<file path="config.mk">
export PLATFORM = sky130hd
export DESIGN_NAME = adcss_seq
export DESIGN_NICKNAME = d
export VERILOG_FILES = /design/src/hw/adcss_pkg.sv /design/src/hw/adcss_edge.sv /design/src/hw/adcss_seq.sv
export VERILOG_INCLUDE_DIRS = /design/src /design/src/hw
export SDC_FILE = /design/constraint.sdc
export NUM_CORES = 1
export LEC_CHECK = 0
export BUFFER_PORTS_ARGS = -buffer_cell sky130_fd_sc_hd__buf_2
export CORE_ASPECT_RATIO = 1.4
export CORE_MARGIN = 4
export CORE_UTILIZATION = 64
export DETAILED_ROUTE_END_ITERATION = 8
export HOLD_SLACK_MARGIN = 0.15
export PLACE_DENSITY_LB_ADDON = 0.2
export SLEW_MARGIN = 20
export SYNTH_ARGS = -nofsm -noshare
export SYNTH_HDL_FRONTEND = slang
export SYNTH_HIERARCHICAL = 1
export SYNTH_SLANG_ARGS = --single-unit
</file>
<file path="constraint.sdc">
create_clock -name clock_i -period 8.8 [get_ports clock_i]
set_input_delay 0.88 -clock clock_i [delete_from_list [all_inputs] [get_ports clock_i]]
set_output_delay 0.88 -clock clock_i [all_outputs]
set_load 0.03 [all_outputs]
</file>
<file path="src/hw/adcss_regs.svh">
// register offsets, field positions and sizes of the scan sequencer
// assumes byte addresses of 16-bit registers on the plain register port
`ifndef ADCSS_REGS_SVH
`define ADCSS_REGS_SVH

`define ADCSS_AW 8
`define ADCSS_DW 16
`define ADCSS_CHW 4
`define ADCSS_RESW 10
`define ADCSS_NCH_DEF 10
`define ADCSS_NCH_MAX 16

`define ADCSS_OFS_CTRL 8'h20
`define ADCSS_OFS_SEL 8'h22
`define ADCSS_OFS_RES0 8'h24
`define ADCSS_RES_SHIFT 1

`define ADCSS_CTL_XTRIG 9
`define ADCSS_CTL_KICK 8
`define ADCSS_CTL_CH_HI 7
`define ADCSS_CTL_CH_LO 4
`define ADCSS_CTL_BUSY 3
`define ADCSS_CTL_DONE 1
`define ADCSS_CTL_IE 0

`define ADCSS_RST_CTRL 1'b0
`define ADCSS_RST_DATA 16'h0000

`endif

</file>
<file path="src/hw/adcss_pkg.sv">
// types shared by the scan sequencer files
// assumes nothing of its surroundings
`default_nettype none
package adcss_pkg;
   typedef enum logic {ADCSS_IDLE, ADCSS_CONV} adcss_state_t;
endpackage
`default_nettype wire

</file>
<file path="src/hw/adcss_edge.sv">
// two-flop synchroniser with rising edge detector for the trigger pin
// assumes pin_i is asynchronous to clock_i
`default_nettype none
module adcss_edge (
   input wire logic clock_i,
   input wire logic rstn_i,
   input wire logic pin_i,
   output logic rise_o
);
   logic meta_r;
   logic sync_r;
   logic last_r;
   logic rise_r;

   always_ff @(posedge clock_i or negedge rstn_i) begin
      if (!rstn_i) begin
         meta_r <= 1'b0;
         sync_r <= 1'b0;
         last_r <= 1'b0;
      end else begin
         meta_r <= pin_i;
         sync_r <= meta_r;
         last_r <= sync_r;
      end
   end

   always_ff @(posedge clock_i or negedge rstn_i) begin
      if (!rstn_i) begin
         rise_r <= 1'b0;
      end else begin
         rise_r <= sync_r & ~last_r;
      end
   end

   assign rise_o = rise_r;
endmodule // adcss_edge
`default_nettype wire

</file>
<file path="src/hw/adcss_seq.sv">
// scan sequencer for a 10-channel successive approximation converter
// assumes a conversion core on clock_i that answers each start pulse
// with one core_done_i pulse and the value on core_data_i
//
// Contract
// - results ten bits, upper six zero, read-only
// - kick with one channel starts, sets busy
// - kick while running restarts from lowest channel
// - single finish clears busy, sets done
// - scan ascending, each result own register
// - unselected channels skipped during scan
// - busy clears, done sets after last
// - enabled trigger rising edge starts conversion
// - kick still starts with trigger enabled
// - trigger edge during conversion restarts sequence
// - interrupt while done and enable set
// - kick bit reads zero, zero ignored
`include "adcss_regs.svh"
`default_nettype none
module adcss_seq
   import adcss_pkg::*;
#(
   parameter int NCH = `ADCSS_NCH_DEF
) (
   input wire logic clock_i,
   input wire logic rstn_i,
   input wire logic [`ADCSS_AW-1:0] addr_i,
   input wire logic [`ADCSS_DW-1:0] wdata_i,
   input wire logic wr_i,
   input wire logic rd_i,
   output logic [`ADCSS_DW-1:0] rdata_o,
   input wire logic trig_pin_i,
   output logic conv_start_o,
   output logic conv_abort_o,
   output logic [`ADCSS_CHW-1:0] conv_chan_o,
   input wire logic core_done_i,
   input wire logic [`ADCSS_RESW-1:0] core_data_i,
   output logic busy_o,
   output logic irq_o
);
   localparam int CHW = `ADCSS_CHW;
   localparam int RW = `ADCSS_RESW;
   localparam int DW = `ADCSS_DW;

   if (NCH < 1 || NCH > `ADCSS_NCH_MAX) begin : g_bad_nch
      $error("adcss_seq: NCH must lie in 1..16");
   end

   adcss_state_t state_r;
   logic [NCH-1:0] sel_r;
   logic [NCH-1:0] mask_r;
   logic [CHW-1:0] chan_r;
   logic xtrig_en_r;
   logic ie_r;
   logic done_r;
   logic busy_r;
   logic start_r;
   logic abort_r;
   logic irq_r;
   logic [DW-1:0] rdata_r;
   logic [RW-1:0] result_r [NCH];
   logic trig_rise;

   // lowest set bit of mask at or above from; msb is the found flag
   function automatic logic [CHW:0] next_chan(
      input logic [NCH-1:0] mask,
      input int from
   );
      logic [CHW:0] res;
      res = '0;
      for (int i = 0; i < NCH; i++) begin
         if (!res[CHW] && mask[i] && i >= from) begin
            res = {1'b1, CHW'(i)};
         end
      end
      return res;
   endfunction

   // result register hit and index; msb is the hit flag
   function automatic logic [CHW:0] res_index(
      input logic [`ADCSS_AW-1:0] addr
   );
      logic [`ADCSS_AW-1:0] ofs;
      logic [CHW:0] res;
      res = '0;
      ofs = addr - `ADCSS_OFS_RES0;
      if (addr >= `ADCSS_OFS_RES0 && !ofs[0] &&
          int'(ofs >> `ADCSS_RES_SHIFT) < NCH) begin
         res = {1'b1, CHW'(ofs >> `ADCSS_RES_SHIFT)};
      end
      return res;
   endfunction

   adcss_edge u_trig (
      .clock_i(clock_i),
      .rstn_i(rstn_i),
      .pin_i(trig_pin_i),
      .rise_o(trig_rise)
   );

   logic ctrl_wr;
   logic sel_wr;
   logic kick;
   logic trig_go;
   logic [CHW:0] first;
   logic go;
   logic core_take;
   logic [CHW:0] nxt;
   logic finish;
   logic [CHW:0] rd_res;

   assign ctrl_wr = wr_i && addr_i == `ADCSS_OFS_CTRL;
   assign sel_wr = wr_i && addr_i == `ADCSS_OFS_SEL;
   assign kick = ctrl_wr && wdata_i[`ADCSS_CTL_KICK];
   assign trig_go = trig_rise && xtrig_en_r;
   assign first = next_chan(sel_r, 0);
   // a kick or a trigger edge both start; either restarts a running scan
   assign go = (kick || trig_go) && first[CHW];
   assign core_take = state_r == ADCSS_CONV && core_done_i && !go;
   assign nxt = next_chan(mask_r, int'(chan_r) + 1);
   assign finish = core_take && !nxt[CHW];
   assign rd_res = res_index(addr_i);

   // control bits written by software
   always_ff @(posedge clock_i or negedge rstn_i) begin
      if (!rstn_i) begin
         xtrig_en_r <= `ADCSS_RST_CTRL;
         ie_r <= `ADCSS_RST_CTRL;
      end else if (ctrl_wr) begin
         xtrig_en_r <= wdata_i[`ADCSS_CTL_XTRIG];
         ie_r <= wdata_i[`ADCSS_CTL_IE];
      end
   end

   always_ff @(posedge clock_i or negedge rstn_i) begin
      if (!rstn_i) begin
         sel_r <= '0;
      end else if (sel_wr) begin
         sel_r <= wdata_i[NCH-1:0];
      end
   end

   // sequencer: snapshot the selection, walk it upward
   always_ff @(posedge clock_i or negedge rstn_i) begin
      if (!rstn_i) begin
         state_r <= ADCSS_IDLE;
         mask_r <= '0;
         chan_r <= '0;
         busy_r <= 1'b0;
      end else if (go) begin
         state_r <= ADCSS_CONV;
         mask_r <= sel_r;
         chan_r <= first[CHW-1:0];
         busy_r <= 1'b1;
      end else begin
         case (state_r)
            ADCSS_CONV: begin
               if (core_take && nxt[CHW]) begin
                  chan_r <= nxt[CHW-1:0];
               end else if (finish) begin
                  state_r <= ADCSS_IDLE;
                  busy_r <= 1'b0;
               end
            end
            default: begin
               state_r <= ADCSS_IDLE;
            end
         endcase
      end
   end

   // start pulse per channel; abort pulse in the same cycle on restart
   always_ff @(posedge clock_i or negedge rstn_i) begin
      if (!rstn_i) begin
         start_r <= 1'b0;
         abort_r <= 1'b0;
      end else begin
         start_r <= go || (core_take && nxt[CHW]);
         abort_r <= go && busy_r;
      end
   end

   // done flag: completion wins over a clearing write in the same cycle
   always_ff @(posedge clock_i or negedge rstn_i) begin
      if (!rstn_i) begin
         done_r <= 1'b0;
      end else if (finish) begin
         done_r <= 1'b1;
      end else if (ctrl_wr && !wdata_i[`ADCSS_CTL_DONE]) begin
         done_r <= 1'b0;
      end
   end

   always_ff @(posedge clock_i or negedge rstn_i) begin
      if (!rstn_i) begin
         irq_r <= 1'b0;
      end else begin
         irq_r <= done_r && ie_r;
      end
   end

   // per-channel results, written only by the core
   always_ff @(posedge clock_i or negedge rstn_i) begin
      if (!rstn_i) begin
         for (int i = 0; i < NCH; i++) begin
            result_r[i] <= '0;
         end
      end else if (core_take) begin
         result_r[chan_r] <= core_data_i;
      end
   end

   // read port: data stand in the cycle after the strobe only
   always_ff @(posedge clock_i or negedge rstn_i) begin
      if (!rstn_i) begin
         rdata_r <= `ADCSS_RST_DATA;
      end else if (!rd_i) begin
         rdata_r <= `ADCSS_RST_DATA;
      end else if (addr_i == `ADCSS_OFS_CTRL) begin
         rdata_r <= `ADCSS_RST_DATA;
         rdata_r[`ADCSS_CTL_XTRIG] <= xtrig_en_r;
         rdata_r[`ADCSS_CTL_CH_HI:`ADCSS_CTL_CH_LO] <= chan_r;
         rdata_r[`ADCSS_CTL_BUSY] <= busy_r;
         rdata_r[`ADCSS_CTL_DONE] <= done_r;
         rdata_r[`ADCSS_CTL_IE] <= ie_r;
      end else if (addr_i == `ADCSS_OFS_SEL) begin
         rdata_r <= DW'(sel_r);
      end else if (rd_res[CHW]) begin
         rdata_r <= DW'(result_r[rd_res[CHW-1:0]]);
      end else begin
         rdata_r <= `ADCSS_RST_DATA;
      end
   end

   assign rdata_o = rdata_r;
   assign conv_start_o = start_r;
   assign conv_abort_o = abort_r;
   assign conv_chan_o = chan_r;
   assign busy_o = busy_r;
   assign irq_o = irq_r;
endmodule // adcss_seq
`default_nettype wire

</file>
Word level (Yosys, flattened, before mapping)
Index checks and enable logic that the tools add are counted. Widths: inputs -> output; s select.

Flip-flop bits (word level): 152. Input bits: 40. Logic and storage cells: 167.

Add/subtract/negate cells: 2. Order comparisons: 15. Equality and inequality tests: 3. Muxes and demuxes: 44. Bitwise gates (word level): 4. Reductions and logical operators: 73.

Operators with widths (number): $mux 5 (21); $bwmux 100 (1); $mux 10 (7); $logic_and 1x1->1 (43); $bmux 10 s4 (1); $demux 10 s4 (1); $logic_not 1->1 (22); $ge 3x5->1 const A (4); $eq 8x6->1 const B (2); $mux 4 (3); $ge 1x5->1 const A (2); $ge 2x5->1 const A (2); $ge 4x5->1 const A (2); $ge 5x5->1 const B (2); $mux 1 (10); $not 4->5 (2); $ge 8x6->1 const B (1); $reduce_bool 2->1 (4); $sub 8x6->8 const B (1); $lt 7x4->1 const B (1); $add 4x1->5 const B (1); $lt 5x1->1 const B (1); $reduce_and 3->1 (1); $logic_or 1x1->1 (2); 4 further kinds (4).

Longest topological paths before layout
Depth after elaboration: 46. Mapped depth: 10.

Modules after synthesis
The synthesis kept the hierarchy.

Modules (own cells, without submodules): adcss_seq (instances 1, cells each 613, area each 7193.1 sq um, seq. area each 3553.4 sq um); adcss_edge (instances 1, cells each 5, area each 113.9 sq um, seq. area each 100.1 sq um).

Least setup slack after synthesis
No wires, ideal clock.

Path kind: register -> register. Start point: reg chan_r[0], in the netlist conv_chan_o[0]. End point: reg chan_r[2], in the netlist conv_chan_o[2]. Library setup time: 125 ps. Data arrival time: 2955 ps. Path slack: 5721 ps. Stages on the path, launching flop included: 10. Path buffers: 1. Cell sequence: dfrtp_1 buf_2 inv_1 ha_1 or4b_1 o22ai_1 a21boi_0 o2111ai_1 a31oi_1 mux2_2.

Longest elaborated chain between the ends: 43. Elaborated cells between the ends (all ways): 55.

Ends and longest elaborated chain: from (decl) (line adcss_seq.sv:52) `logic [CHW-1:0] chan_r;`; from (signal assigned) (line adcss_seq.sv:153) `chan_r <= first[CHW-1:0];`; from (signal assigned) (line adcss_seq.sv:159) `chan_r <= nxt[CHW-1:0];`; $add 4x1->5 * (line adcss_seq.sv:120) `assign nxt = next_chan(mask_r, int'(chan_r) + 1);`; $ge 1x5->1 (line adcss_seq.sv:72) `if (!res[CHW] && mask[i] && i >= from) begin`; $logic_and 1x1->1 (line adcss_seq.sv:72); $mux 5 (line adcss_seq.sv:72); $logic_not 1->1 (line adcss_seq.sv:72); $logic_and 1x1->1 (2 in a row) (line adcss_seq.sv:72); $mux 5 (line adcss_seq.sv:72); $logic_not 1->1 (line adcss_seq.sv:72); [24 not listed]; $logic_and 1x1->1 (2 in a row) (line adcss_seq.sv:72); $mux 5 (line adcss_seq.sv:72); $logic_not 1->1 (line adcss_seq.sv:72); $logic_and 1x1->1 (2 in a row) (line adcss_seq.sv:72); $mux 5 * (line adcss_seq.sv:72); $mux 4 / $logic_and 1x1->1 (equally long branches) (line adcss_seq.sv:158) `if (core_take && nxt[CHW]) begin`; $mux 4 / $reduce_bool 2->1 (equally long branches); $mux 4 / $reduce_and 2->1 (equally long branches).

Mark *: on every way between the ends. The rest lies on a longest branch, timed or not. The select of a mux whose other input is x is not followed. A chain may end at the register's enable or synchronous reset.

Final worst setup path
Start point: in addr_i[2]. End point: reg result_r[16] (netlist bit).

Longest elaborated chain between the ends: 7.

Ends and longest elaborated chain: from (decl) (line adcss_seq.sv:27) `` input wire logic [`ADCSS_AW-1:0] addr_i, ``; $eq 8x6->1 (no line); $logic_and 1x1->1 (no line); $logic_and 1x1->1 (line adcss_seq.sv:114) `` assign kick = ctrl_wr && wdata_i[`ADCSS_CTL_KICK]; ``; $logic_or 1x1->1 (line adcss_seq.sv:118) `assign go = (kick || trig_go) && first[CHW];`; $logic_and 1x1->1 (line adcss_seq.sv:118); $logic_not 1->1 (line adcss_seq.sv:119) `assign core_take = state_r == ADCSS_CONV && core_done_i && !go;`; $logic_and 1x1->1 (line adcss_seq.sv:119); to (signal, indexed assignment) (line adcss_seq.sv:209) `result_r[chan_r] <= core_data_i;`; to (decl) (line adcss_seq.sv:61) `logic [RW-1:0] result_r [NCH];`.

No other way between the ends.

==> reports/results.txt <==
The flow ran to the end, and the final reports show no timing, DRC or antenna violations. Worst setup path category: in2reg. Setup repair after global routing left no endpoint under its margin. The number of cells on the worst reg-to-reg path is 8. The tools report the worst-case vdd ir drop as 126 uV. Sequential cells burn 45.7% of the power. The tools report the area of the die as 13200 um^2. The run gives 50.0% as the sequential element share of the synthesized area. Setup violations remaining at the end of the flow were counted as 0. The worst register-to-register path begins at conv_chan_o[0].

The total number of vias was 5416. The logs give 28.2% for the overall global routing resource usage and 74.1% for the utilization after layout. In this run the remaining antenna-violating nets after routing total 0. In this run the vertical extent of the chip is 134 um. The floorplan step set the die width to 98.3 um. After the first detailed-routing iteration, the DRC count stood at 474.

The critical path runs through a total of 9 cells. After synthesis, the most frequently instantiated cells are 146 x dfrtp_1, 115 x mux2_2, 54 x nand2_1. The tools report the switching power as 0.387 mW.

The clock transition at the register clock pins on the worst setup and hold paths after CTS is 0.06 ns. The mean number of vias per cell works out to 6.68. The number of hold violations in the final report is 0, and the number of sinks on the clock net is 146. For this block, wires on met1 add up to 6940 um.

Power density over the cells: 189 nW/um^2. Shortest clock period the worst path allows after layout: 4.01 ns. Across the whole layout, storage elements account for 3650 um^2. The number of global-route vias before repair came out at 5727.

For this run, the slowest stage of the critical path takes 0.77 ns. The netlist uses 70 different library cells. Summed over all instances, the cell type with the most area after synthesis is dfrtp_1. For this design, the slowest cell found on the critical path is a21oi_2.

The routed design has 17900 um of wire. The internal power consumption is 1.16 mW, and the final weighted congestion of routability-driven global placement is 0.874. The routed design uses 8970 um of met2 wire. The termination of the worst setup path is result_r[16]. Summed over all layers, the global routing overflow is 0. Along the worst path, the maximum fanout reaches 21. The average wire length per cell after detail routing is 22.1 um.

A synthesized cell averages 11.8 um^2. For this configuration, the core starts out at a cell density of 66.2%. The startpoint of the worst setup timing path is addr_i[2].

Setup total negative slack on the finished layout was measured at 0 ns. On the critical path the largest part of the delay comes from simple AND/OR/NAND/NOR gates. For the worst setup path, the data arrival time is 4.31 ns. The post-synthesis to final-layout area growth is 11.8%, and the worst slack on hold paths is 0.357 ns.

Before CTS, the worst setup slack after placement is 4.44 ns. Of the total power, combinational logic draws 10.0%. Setup slack on the critical path of the routed design comes to 4.79 ns.

Derived from the worst setup path, the maximum achievable clock frequency is 0.249 GHz. The first global-routing pass estimated 29100 um of wire. The critical path goes through buf_2 > inv_1 > ha_1 > nor4bb_1 > nand4_1 > a21oi_2 > nor4_2 > nand2_1 > mux2_2.

The floorplan has 45 rows. In this run, post-CTS hold repair placed 0 buffers. Final max-slew violation count: 0. The final clock period utilization by the worst path was 45.6%; the number of antenna violations at the first check in global routing was 0. The fraction of final layout cells with drive strength greater than 1 is 33.4%. The register-to-register path setup slack was 5.14 ns. TritonCTS built the clock tree. On the final layout, the worst clock skew is 0.00568 ns.

For the pin with the worst max-slew slack, the measured transition is 0.920 ns. The dominant synthesized flop cell is dfrtp_1. The number of antenna diodes in the final layout is 0.

Counting both buffers and inverters, the worst setup path holds a total of 2. The deepest level of the CTS H-tree came out at 4. The logs give 0 for the max-capacitance violation count and 2 for the number of buffers on the longest clock path. The proportion of netlist area held by the largest area contributor was 50.0%.

The multi-input combinational cells in the finished layout cover a total of 3470 um^2. The clock latency of the later-clocked register in the worst-skew pair was 0.41 ns; the relative contribution of the clock network to total power was 44.3%. The synthesized flop and latch total came out at 146. The most repeated cell in the gate-level netlist after synthesis is dfrtp_1. Of all flip-flops after synthesis, the portion carrying an async set or reset was 100%.

Post-CTS timing repair inserted 0 buffers for setup. Summed over all cells, the static leakage comes to 3.95 nW. The relative slew slack came out at 38.7%. The yosys synthesis warning count is 6, and the total clock buffers created by CTS is 17. The run gives 5 as the number of detailed-route iterations in the first pass. The maximum number of pins on one net before global-route repair is 93.

The logs give 0 for the quantity of gates resized following cts and 11000 um^2 for the core outline area. The endpoint identified for the worst register-to-register timing path is conv_chan_o[2]. In this run switching power makes up 25.0% of total power. The highest metal layer with signal wires was met4. The synthesized design contains 0 enable-type register cells.

By area the synthesized netlist is led by dfrtp_1 50%, mux2_2 18%, nand2_1 2.8%. Number of inserted filler cells in the final layout: 756. The total of buffers placed on input and output ports was 51. The launching element type of the critical path is an input port.

The post-synthesis instance area came out at 7310 um^2. After the last flow step, the layout net total stands at 707. 64 I/O pins were placed. The number of remaining DRC errors was 0; the detailed route wirelength on metal3 was 1180 um. The class of the worst hold path is reg2reg. Summed over all nets, the half-perimeter wirelength after detailed placement is 12100 um.

The tools report the root buffer cell as clkbuf_16. STA puts the critical path data required time at 9.10 ns. The run gives 618 as the number of standard cells after synthesis. The tools report the sort of element at the end of the critical path as a flip-flop.
## cells by family after synthesis
family          after synthesis  synth area share [%]
compound gates              123                  11.7
xor+xnor                      3                 0.360
flops                       146                  50.0
simple gates                151                  11.5
mux                         139                  22.2
buf+inv                      47                  2.81
other cells                   1                0.0513
fa+ha+maj                     8                  1.37
## metrics by stage
stage	total power, mW	area, um^2	instances
finish	1.55	8170	811
CTS	1.55	8170	811
global route	1.59	8170	811
detailed placement	0.869	7610	781
global placement	0.862	7610	781
floorplan	0.815	7330	623
## worst reg2reg max path, cell delays in order, from the launching register on
cell	delay, ns
dfrtp_1	0.65
inv_1	0.14
ha_1	0.49
or4b_1	0.46
o22ai_1	0.15
a21boi_0	0.46
o2111ai_1	0.33
a31oi_1	0.48
mux2_2	0.38
## layer usage
layer  vias up  track usage (%)
li1       2364                -
met5         -                0
met1      2736             34.6
met4         0             15.8
met2       252             46.4
met3        64             5.98
## cell usage in the layout, fill, tap and decap left out, types with 11 or more instances in the layout
master / Yosys / routed
a21oi_1: 15 / 15
mux2_2: 115 / 115
clkbuf_16: 0 / 17
dfrtp_1: 146 / 146
nand2_1: 54 / 54
buf_2: 5 / 50
mux2i_1: 15 / 15
nor3_1: 14 / 14
inv_1: 11 / 11
nor2_1: 19 / 19
o21ai_0: 27 / 27
## cell type report
type / count / share of cell area, %
clock inverters: 11 / 1.41
flip-flops and latches: 146 / 44.7
multi-input cells: 430 / 42.4
repair buffers: 53 / 3.38
well taps: 141 / 2.16
inverters: 11 / 0.505
clock buffers: 19 / 5.42
## worst min-delay path by stage
stage | from | to | slack (ns) | depth (start not counted)
floorplan | u_trig/meta_r | u_trig/sync_r | 0.33 | 0
global placement | u_trig/meta_r | u_trig/sync_r | 0.34 | 0
detailed placement | u_trig/meta_r | u_trig/sync_r | 0.34 | 0
CTS | u_trig/meta_r | u_trig/sync_r | 0.36 | 0
global route | u_trig/meta_r | u_trig/sync_r | 0.36 | 0
finish | u_trig/meta_r | u_trig/sync_r | 0.36 | 0
## registers in the layout, indices dropped and copies added (netlist names), 4 cells and up
register / flops
conv_chan_o: 4
mask_r: 10
rdata_o: 10
result_r: 100
sel_r: 10
## power groups by stage
stage	Clock [mW]	Sequential [mW]	Combinational (mW)
2_1_floorplan	0	0.714	0.101
3_3_place_gp	0	0.717	0.146
3_5_place_dp	0	0.718	0.151
4_1_cts	0.689	0.706	0.153
5_1_grt	0.718	0.709	0.169
6_report	0.685	0.707	0.154
(Power assumes the default switching activity.)
